$ cat src/verilog/btr_pkg.sv
// Purpose: Shared types and constants for the bus termination block
// Assumes: One 100 MHz clock, synchronous active-low reset
// Notes:   Bus strobes are active low, bus_read high for reads; burst length fixed at four beats
package btr_pkg;
  localparam int          ADDR_W      = 32;
  localparam int          DATA_W      = 32;
  localparam logic [2:0]  BEATS_BURST = 3'h4;
  localparam logic [31:0] ADDR_STEP   = 32'h00000004;
  localparam logic [31:0] ADDR_RST    = 32'h00000000;
  localparam logic [31:0] DATA_RST    = 32'h00000000;

  typedef enum logic [2:0] {
    BTR_KIND_READ,
    BTR_KIND_WRITE,
    BTR_KIND_LOAD_RSV,
    BTR_KIND_STORE_COND,
    BTR_KIND_SHOW_INSTR,
    BTR_KIND_SHOW_DATA
  } btr_kind_t;

  typedef enum logic [1:0] {
    BTR_TERM_NONE,
    BTR_TERM_NORMAL,
    BTR_TERM_ERROR,
    BTR_TERM_RETRY
  } btr_term_t;

  // Core request
  typedef struct packed {
    btr_kind_t         kind;
    logic              burst;
    logic [ADDR_W-1:0] addr;
    logic [DATA_W-1:0] wdata;
  } btr_req_t;

  // Answer to the core
  typedef struct packed {
    btr_term_t         term;
    logic              sc_fail;
    logic [DATA_W-1:0] rdata;
  } btr_rsp_t;

  // Sampled termination inputs, all active low
  typedef struct packed {
    logic xfer_err_ack_n;
    logic xfer_ack_n;
    logic retry_or_kill_reservation_n;
    logic burst_inhibit_n;
  } btr_term_in_t;
endpackage
$ cat src/verilog/btr_bus_master.sv
// Purpose: External bus master termination, show cycles and reservation
// Assumes: Bus termination and cancel inputs come from outside and pass a 3-stage synchroniser
// Notes:   Show-cycle data is driven by this master for reads and writes
// How it works
// - Show cycle: one address, optional data phase
// - Master drives show-cycle data, reads too
// - Show address and data valid one clock
// - Show data phase needs no acknowledge
// - Burst show presents first beat only
// - More-beats asserted while another beat follows
// - Burst inhibit: split into single incrementing transfers
// - Error acknowledge aborts, beats all others
// - Priority decode: error, normal, retry
// - Load-reserve sets the single reservation flag
// - Own store-conditional clears the flag
// - Own ordinary store keeps the flag
// - Foreign store clears; failed conditional no write
// - Cancel sampled each edge clears flag
// - Store-conditional without flag: no cycle, fail
// - Retry after first acked beat means error
`timescale 1ns/10ps
module btr_bus_master (
  input  wire logic                      clk,
  input  wire logic                      rst_b,
  input  wire logic                      req_valid,
  input  wire btr_pkg::btr_req_t         req,
  output logic                           req_ready,
  output logic                           rsp_valid,
  output btr_pkg::btr_rsp_t              rsp,
  output logic                           rsv_flag,
  input  wire btr_pkg::btr_term_in_t     term_in,
  input  wire logic                      cancel_reservation_n,
  input  wire logic [btr_pkg::DATA_W-1:0] bus_data_in,
  output logic                           xfer_start_n,
  output logic [btr_pkg::ADDR_W-1:0]     bus_addr,
  output logic                           bus_read,
  output logic                           bus_burst_n,
  output logic                           burst_more_beats_n,
  output logic                           show_cycle_n,
  output logic [btr_pkg::DATA_W-1:0]     bus_data_out,
  output logic                           bus_data_oe_n
);
  typedef enum logic [2:0] {
    ST_IDLE, ST_ADDR, ST_DATA, ST_SHOW_ADDR, ST_SHOW_DATA, ST_DONE
  } btr_state_t;

  // Three-flop synchronisers for the five external inputs
  localparam int NSYNC = 5;
  logic [NSYNC-1:0] raw_in;
  logic [NSYNC-1:0] s1_reg, s2_reg, s3_reg, filt_reg;
  logic [NSYNC-1:0] s1_next, s2_next, s3_next, filt_next;
  logic [NSYNC-1:0] filt_d_reg, filt_d_next;
  logic [btr_pkg::DATA_W-1:0] din_reg;

  assign raw_in = {cancel_reservation_n, term_in.xfer_err_ack_n,
                   term_in.xfer_ack_n, term_in.retry_or_kill_reservation_n,
                   term_in.burst_inhibit_n};

  always_comb begin
    s1_next = raw_in;
    s2_next = s1_reg;
    s3_next = s2_reg;
    filt_next = filt_reg;
    filt_d_next = filt_reg;
    for (int i = 0; i < NSYNC; i++) begin
      if (s2_reg[i] == s3_reg[i]) begin
        filt_next[i] = s3_reg[i];
      end
    end
  end

  always_ff @(posedge clk) begin
    if (!rst_b) begin
      s1_reg   <= 5'h1F;
      s2_reg   <= 5'h1F;
      s3_reg   <= 5'h1F;
      filt_reg <= 5'h1F;
      filt_d_reg <= 5'h1F;
      din_reg  <= btr_pkg::DATA_RST;
    end else begin
      s1_reg   <= s1_next;
      s2_reg   <= s2_next;
      s3_reg   <= s3_next;
      filt_reg <= filt_next;
      filt_d_reg <= filt_d_next;
      din_reg  <= bus_data_in;
    end
  end

  logic cancel_a, err_a, ack_a, retry_a, inhibit_a;
  assign cancel_a  = !filt_reg[4];
  // Error, ack and retry act once, on the first synced low cycle; inhibit acts as a level
  assign err_a     = !filt_reg[3] && filt_d_reg[3];
  assign ack_a     = !filt_reg[2] && filt_d_reg[2];
  assign retry_a   = !filt_reg[1] && filt_d_reg[1];
  assign inhibit_a = !filt_reg[0];

  function automatic btr_pkg::btr_term_t decode_term(
    input logic err, input logic ack, input logic rty);
    if (err) begin
      decode_term = btr_pkg::BTR_TERM_ERROR;
    end else if (ack) begin
      decode_term = btr_pkg::BTR_TERM_NORMAL;
    end else if (rty) begin
      decode_term = btr_pkg::BTR_TERM_RETRY;
    end else begin
      decode_term = btr_pkg::BTR_TERM_NONE;
    end
  endfunction

  btr_state_t                  st_reg, st_next;
  btr_pkg::btr_req_t           cur_reg, cur_next;
  logic [2:0]                  beat_reg, beat_next;
  logic                        acked_reg, acked_next;
  logic                        split_reg, split_next;
  logic                        rsv_reg, rsv_next;
  logic                        rdy_reg, rdy_next;
  logic                        rv_reg, rv_next;
  btr_pkg::btr_rsp_t           rsp_reg, rsp_next;
  logic                        ts_reg, ts_next;
  logic [btr_pkg::ADDR_W-1:0]  addr_reg, addr_next;
  logic                        rd_reg, rd_next;
  logic                        bst_reg, bst_next;
  logic                        more_reg, more_next;
  logic                        show_reg, show_next;
  logic [btr_pkg::DATA_W-1:0]  dout_reg, dout_next;
  logic                        oe_reg, oe_next;
  btr_pkg::btr_term_t          term;
  logic                        multi;
  logic                        last_beat;

  assign term  = decode_term(err_a, ack_a, retry_a);
  assign multi = cur_reg.burst;
  assign last_beat = (beat_reg == btr_pkg::BEATS_BURST - 3'h1);

  always_comb begin
    st_next    = st_reg;
    cur_next   = cur_reg;
    beat_next  = beat_reg;
    acked_next = acked_reg;
    split_next = split_reg;
    rsv_next   = rsv_reg;
    rdy_next   = 1'b0;
    rv_next    = 1'b0;
    rsp_next   = rsp_reg;
    ts_next    = 1'b1;
    addr_next  = addr_reg;
    rd_next    = rd_reg;
    bst_next   = 1'b1;
    more_next  = 1'b1;
    show_next  = 1'b1;
    dout_next  = dout_reg;
    oe_next    = 1'b1;
    case (st_reg)
      ST_IDLE: begin
        rdy_next = !(req_valid && rdy_reg);
        if (req_valid && rdy_reg) begin
          cur_next   = req;
          beat_next  = 3'h0;
          acked_next = 1'b0;
          split_next = 1'b0;
          addr_next  = req.addr;
          rsp_next.rdata   = btr_pkg::DATA_RST;
          rsp_next.sc_fail = 1'b0;
          rsp_next.term    = btr_pkg::BTR_TERM_NORMAL;
          if (req.kind == btr_pkg::BTR_KIND_SHOW_INSTR ||
              req.kind == btr_pkg::BTR_KIND_SHOW_DATA) begin
            st_next   = ST_SHOW_ADDR;
            ts_next   = 1'b0;
            show_next = 1'b0;
            rd_next   = 1'b0;
          end else if (req.kind == btr_pkg::BTR_KIND_STORE_COND &&
                       !rsv_reg) begin
            st_next = ST_DONE;
            rsp_next.sc_fail = 1'b1;
          end else begin
            st_next   = ST_ADDR;
            ts_next   = 1'b0;
            rd_next   = (req.kind == btr_pkg::BTR_KIND_READ ||
                         req.kind == btr_pkg::BTR_KIND_LOAD_RSV);
            bst_next  = !req.burst;
            more_next = !req.burst;
            dout_next = req.wdata;
            oe_next   = rd_next;
          end
          if (req.kind == btr_pkg::BTR_KIND_STORE_COND) begin
            rsv_next = 1'b0;
          end
        end
      end
      ST_SHOW_ADDR: begin
        if (cur_reg.kind == btr_pkg::BTR_KIND_SHOW_INSTR) begin
          st_next = ST_DONE;
        end else begin
          st_next   = ST_SHOW_DATA;
          show_next = 1'b0;
          dout_next = cur_reg.wdata;
          oe_next   = 1'b0;
        end
      end
      ST_SHOW_DATA: begin
        st_next = ST_DONE;
      end
      ST_ADDR: begin
        st_next   = ST_DATA;
        bst_next  = bst_reg;
        more_next = more_reg;
        oe_next   = oe_reg;
      end
      ST_DATA: begin
        bst_next  = bst_reg;
        more_next = more_reg;
        oe_next   = oe_reg;
        case (term)
          btr_pkg::BTR_TERM_ERROR: begin
            st_next = ST_DONE;
            rsp_next.term = btr_pkg::BTR_TERM_ERROR;
          end
          btr_pkg::BTR_TERM_RETRY: begin
            st_next = ST_DONE;
            rsp_next.term = acked_reg ? btr_pkg::BTR_TERM_ERROR
                                      : btr_pkg::BTR_TERM_RETRY;
            if (cur_reg.kind == btr_pkg::BTR_KIND_STORE_COND) begin
              rsp_next.sc_fail = 1'b1;
            end
          end
          btr_pkg::BTR_TERM_NORMAL: begin
            acked_next = 1'b1;
            if (rd_reg && !acked_reg) begin
              rsp_next.rdata = din_reg;
            end
            if (cur_reg.kind == btr_pkg::BTR_KIND_LOAD_RSV) begin
              rsv_next = 1'b1;
            end
            if (!multi || last_beat) begin
              st_next = ST_DONE;
            end else begin
              beat_next = beat_reg + 3'h1;
              more_next = (beat_next == btr_pkg::BEATS_BURST - 3'h1);
              if (inhibit_a || split_reg) begin
                split_next = 1'b1;
                addr_next  = addr_reg + btr_pkg::ADDR_STEP;
                st_next    = ST_ADDR;
                ts_next    = 1'b0;
                bst_next   = 1'b1;
                more_next  = 1'b1;
              end
            end
          end
          default: ;
        endcase
      end
      ST_DONE: begin
        st_next  = ST_IDLE;
        rv_next  = 1'b1;
        rdy_next = 1'b1;
      end
      default: st_next = ST_IDLE;
    endcase
    if (cancel_a) begin
      rsv_next = 1'b0;
    end
  end

  always_ff @(posedge clk) begin
    if (!rst_b) begin
      st_reg    <= ST_IDLE;
      cur_reg   <= '0;
      beat_reg  <= 3'h0;
      acked_reg <= 1'b0;
      split_reg <= 1'b0;
      rsv_reg   <= 1'b0;
      rdy_reg   <= 1'b1;
      rv_reg    <= 1'b0;
      rsp_reg   <= '0;
      ts_reg    <= 1'b1;
      addr_reg  <= btr_pkg::ADDR_RST;
      rd_reg    <= 1'b1;
      bst_reg   <= 1'b1;
      more_reg  <= 1'b1;
      show_reg  <= 1'b1;
      dout_reg  <= btr_pkg::DATA_RST;
      oe_reg    <= 1'b1;
    end else begin
      st_reg    <= st_next;
      cur_reg   <= cur_next;
      beat_reg  <= beat_next;
      acked_reg <= acked_next;
      split_reg <= split_next;
      rsv_reg   <= rsv_next;
      rdy_reg   <= rdy_next;
      rv_reg    <= rv_next;
      rsp_reg   <= rsp_next;
      ts_reg    <= ts_next;
      addr_reg  <= addr_next;
      rd_reg    <= rd_next;
      bst_reg   <= bst_next;
      more_reg  <= more_next;
      show_reg  <= show_next;
      dout_reg  <= dout_next;
      oe_reg    <= oe_next;
    end
  end

  assign req_ready          = rdy_reg;
  assign rsp_valid          = rv_reg;
  assign rsp                = rsp_reg;
  assign rsv_flag           = rsv_reg;
  assign xfer_start_n       = ts_reg;
  assign bus_addr           = addr_reg;
  assign bus_read           = rd_reg;
  assign bus_burst_n        = bst_reg;
  assign burst_more_beats_n = more_reg;
  assign show_cycle_n       = show_reg;
  assign bus_data_out       = dout_reg;
  assign bus_data_oe_n      = oe_reg;

  // Show data stands exactly one clock, then ends unacknowledged
  AST_SHOW_DATA_ONE: assert property (@(posedge clk) disable iff (!rst_b)
    (st_reg == ST_SHOW_DATA) |=> (st_reg == ST_DONE && oe_reg))
    else $error("Show data held longer than one clock");
  AST_SHOW_ADDR_ONE: assert property (@(posedge clk) disable iff (!rst_b)
    $fell(show_reg) && !ts_reg |=> ts_reg)
    else $error("Show address held longer than one clock");
  AST_SHOW_DRIVES: assert property (@(posedge clk) disable iff (!rst_b)
    (st_reg == ST_SHOW_DATA) |-> !oe_reg && !show_reg)
    else $error("Show data not driven by master");
  AST_SC_NO_FLAG: assert property (@(posedge clk) disable iff (!rst_b)
    (st_reg == ST_IDLE && req_valid && rdy_reg && !rsv_reg &&
     req.kind == btr_pkg::BTR_KIND_STORE_COND)
    |=> ts_reg ##1 (rv_reg && rsp_reg.sc_fail && ts_reg))
    else $error("Store-conditional ran without reservation");
  AST_ERR_WINS: assert property (@(posedge clk) disable iff (!rst_b)
    (st_reg == ST_DATA && err_a) |=> (st_reg == ST_DONE &&
     rsp_reg.term == btr_pkg::BTR_TERM_ERROR))
    else $error("Error termination not taken first");
  AST_RETRY_LATE: assert property (@(posedge clk) disable iff (!rst_b)
    (st_reg == ST_DATA && acked_reg && !err_a && !ack_a && retry_a)
    |=> rsp_reg.term == btr_pkg::BTR_TERM_ERROR)
    else $error("Late retry not treated as error");
  AST_CANCEL: assert property (@(posedge clk) disable iff (!rst_b)
    cancel_a |=> !rsv_reg)
    else $error("Cancel did not clear reservation");
  AST_LOAD_RSV: assert property (@(posedge clk) disable iff (!rst_b)
    (st_reg == ST_DATA && term == btr_pkg::BTR_TERM_NORMAL && !cancel_a &&
     cur_reg.kind == btr_pkg::BTR_KIND_LOAD_RSV) |=> rsv_reg)
    else $error("Load-reserve did not set reservation");
  AST_STORE_KEEPS: assert property (@(posedge clk) disable iff (!rst_b)
    (cur_reg.kind == btr_pkg::BTR_KIND_WRITE && st_reg != ST_IDLE &&
     !cancel_a) |=> rsv_reg == $past(rsv_reg))
    else $error("Ordinary store changed reservation");
  AST_SPLIT_INC: assert property (@(posedge clk) disable iff (!rst_b)
    (st_reg == ST_DATA && term == btr_pkg::BTR_TERM_NORMAL && multi &&
     !last_beat && (inhibit_a || split_reg))
    |=> !ts_reg && bst_reg && addr_reg == $past(addr_reg) +
        btr_pkg::ADDR_STEP)
    else $error("Inhibited burst not split with address step");
  AST_MORE_LAST: assert property (@(posedge clk) disable iff (!rst_b)
    (st_reg == ST_DATA && multi && last_beat) |-> more_reg)
    else $error("More-beats asserted on last beat");
endmodule // btr_bus_master

$ cat config.mk
export PLATFORM = sky130hd
export DESIGN_NAME = btr_bus_master
export DESIGN_NICKNAME = d
export VERILOG_FILES = /design/src/verilog/btr_pkg.sv /design/src/verilog/btr_bus_master.sv
export SDC_FILE = /design/constraint.sdc
export NUM_CORES = 1
export LEC_CHECK = 0
export BUFFER_PORTS_ARGS = -buffer_cell sky130_fd_sc_hd__buf_4
export CAP_MARGIN = 5
export CORE_MARGIN = 8
export CORE_UTILIZATION = 34
export CTS_CLUSTER_SIZE = 10
export DETAILED_ROUTE_END_ITERATION = 16
export PLACE_DENSITY = 0.52
export SLEW_MARGIN = 25
export SYNTH_ARGS = -nofsm -noshare
export SYNTH_HDL_FRONTEND = slang
export SYNTH_SLANG_ARGS = --single-unit
export TNS_END_PERCENT = 100
$ cat constraint.sdc
create_clock -name clk -period 3.3 [get_ports clk]
set_input_delay 0.165 -clock clk [delete_from_list [all_inputs] [get_ports clk]]
set_output_delay 0.165 -clock clk [all_outputs]
set_load 0.05 [all_outputs]
==> metrics <==
status=completed; gp weighted congestion=0.822; Pre-Repair DR Iteration Count=5; DR vias/cell=4.98; Worst setup EP type=flip-flop; switching power=3.61 mW; worst-path cell chain=nor3_2, nor3b_2, o2bb2ai_4, buf_4, nor2_1, a211oi_1; first-pass GRT wire length=41,300 microns; core area=24,200 sq um; Reg power frac=36.6%; worst relative slew slack=35.7%; # clock sinks=207; Die W=172 microns; share of cells above drive strength 1=22.3%; later-pin clock latency in the skew report=0.52 ns; largest family of logic cells by synthesized area=simple AND/OR/NAND/NOR gates; clk_skew=0.0167 ns; Leak=4.88 nW; initial antenna violation count=0; Clock power frac=26.8%; Sw Share=39.6%; post-synthesis sequential area ratio=49.8%; Hold WC Path Type=primary input to flip-flop; die height=172 microns; final hold viol count=0; Slew Limit Fails=0; largest area contributor in the netlist=dfxtp_1; top cell type's share of synthesized area=49.8%; H-tree Lvls=1; pin count of the biggest net entering global routing=84; RSZ-0062 raised after global routing=false; DRC Markers=0; antenna diode instance count=0; Mapped Nets=1,077; Final nets=1,352; clock transition at the registers of the reported paths=0.05 ns; CTS root buf=clkbuf_16; post-synthesis adder-cell area fraction=0.601%; Post-synth EDFFs=0; Critical Path Fanout Max=40; CTS Buf Count=25; clock tree from TritonCTS=yes; Overflow after GRT=0; DRT Wirelength=25,900 microns; die area=29,700 sq um; share of flip-flops with an asynchronous set or reset=0%; largest cells by area after synthesis=dfxtp_1, nand2_1, a21oi_1; post-synthesis xor/xnor area fraction=0%; Mapped Cells=965; crit path to=bus_data_out[19]; row count=57; Hold Crit Start=req_valid; Req. time, crit path=3.72 ns; Yosys cell types=71; Top FF cell, synth=dfxtp_1; Setup-failing EPs final=0; arrival time at the worst endpoint=2.92 ns; VDD IR max=0.311 mV; Layout area overhead=41.8%; total negative slack=0 ns; HPWL after DPL=17,000 microns; Resize count post-CTS=0; Critical Setup Path Class=flip-flop to flip-flop; reg-to-reg setup timing slack=0.80 ns; minimum clock period after layout=2.50 ns; Area after DPL=10,200 sq um; GRT Util Overall=17.1%; vias=7,829; top-count cell post-synth=dfxtp_1; Synth Area in Simple Gates=23.5%; CP peak stage delay=0.49 ns; IO buf count=215; mapped cell area=8330 sq um; Slowest-stage cell, CP=nor3_2; hold_buf cts=89; Initial Util=34.4%; Pint=5.50 mW; Slew @ Worst Pin=0.964 ns; Mean Syn Cell Area=8.63 sq um; Synth Register Bits=207; post-route cell area=11,800 sq um; CTS Buffer Depth=3; Max Cap Violations=0; Crit. Startpoint=st_reg[0]; power density over cell area=772 nW/um^2; R2R cell count=6; Syn. warnings=0; 1st-iter DRT viols=470; Reg-to-Reg End=bus_data_out[19]; Final period util=75.8%; Logic pwr share=36.6%; Post-synth top cells=dfxtp_1, nand2_1, a21oi_1, nor2_1, nand3_1; Antenna Nets Post-Route=0; FMAX=400 MHz; vias in the first global route=7,535; crit start category=flip-flop; drt wl/cell=16.5 microns; R2R Path Start=st_reg[0]; # Post-CTS Setup Buffers=0; mux cell area share after synthesis=4.09%; I/O Pins=216; post-synthesis compound-gate area fraction=18.2%
power by group through the flow:
stage / Clock, mW / Sequential [mW] / Combinational [mW]
3_3_place_gp: 0 / 3.38 / 3.26
3_5_place_dp: 0 / 3.38 / 3.28
4_1_cts: 2.53 / 3.33 / 3.37
6_report: 2.45 / 3.34 / 3.34
2_1_floorplan: 0 / 4.22 / 1.37
5_1_grt: 2.62 / 3.41 / 3.60
how the worst min path moves through the flow:
stage	endpoint	slack, ns	cells after the start
floorplan	s1_reg[0]	0.27	1
global placement	s1_reg[0]	0.35	2
detailed placement	s1_reg[1]	0.35	2
CTS	xfer_start_n	0.0002	4
global route	xfer_start_n	0.03	4
finish	xfer_start_n	0.02	4
critical path: cells and delay by family, from the launching register on:
family                 cells  cell delay [ns]
buffers and inverters      1             0.33
flip-flops                 1             0.45
AO/OA/AOI/OAI              2             0.65
AND/OR/NAND/NOR            3             0.95
placed cells by master (no fill, tap or decap), drive strengths merged, types with 4 or more instances in the layout:
cell type / synthesis / routed
nand3: 55 / 55
nor2b: 5 / 5
nand4: 12 / 12
and2: 34 / 34
nand2: 151 / 151
o22ai: 8 / 8
a211oi: 37 / 37
ha: 4 / 4
dlygate4sd3: 0 / 89
buf: 25 / 231
and3: 8 / 8
nor3: 12 / 12
inv: 7 / 8
nor2: 79 / 79
dfxtp: 207 / 207
o31ai: 5 / 5
o21ai: 19 / 19
nand2b: 22 / 22
o31a: 4 / 4
mux2i: 34 / 34
a21oi: 109 / 109
o221a: 4 / 4
nor3b: 5 / 5
clkbuf: 47 / 33
a41oi: 4 / 4
a31oi: 8 / 8
through the flow:
stage	cells	total power, mW	util, %	worst slack, ns	hold WS, ns
2_1_floorplan	965	5.59	-	0.929	0.266
3_3_place_gp	1448	6.65	42.2	0.863	0.348
3_5_place_dp	1448	6.66	42.2	0.827	0.352
4_1_cts	1572	9.24	48.8	0.799	0.000198
5_1_grt	1572	9.64	48.8	0.529	0.0263
6_report	1572	9.12	48.8	0.800	0.0195
area by class of cell:
cell class | instances | area (sq um)
Timing Repair Buffer | 320 | 2630
Clock inverter | 2 | 38.8
Inverter | 7 | 28.8
Multi-Input combinational cell | 679 | 3900
Clock buffer | 33 | 666
Tap cell | 324 | 405
Fill cell | 2342 | 12400
Sequential cell | 207 | 4140
routing by layer:
metal | global-route usage, % | part of all wire, % | up-vias
met4 | 3.56 | 1.8 | 0
met1 | 22.7 | 45 | 3628
li1 | - | - | 3962
met2 | 26.9 | 45 | 211
met3 | 5.07 | 8.2 | 28
met5 | 0 | 0 | -
cells by family (layout without fill, tap and decap cells):
logic type,Yosys count,after routing
AO/OA/AOI/OAI,236,236
adder cells (fa/ha/maj),4,4
buffers and inverters,79,362
flip-flops,207,207
multiplexers,34,34
AND/OR/NAND/NOR,405,405
No activity file was read; power rests on OpenSTA's default activity.
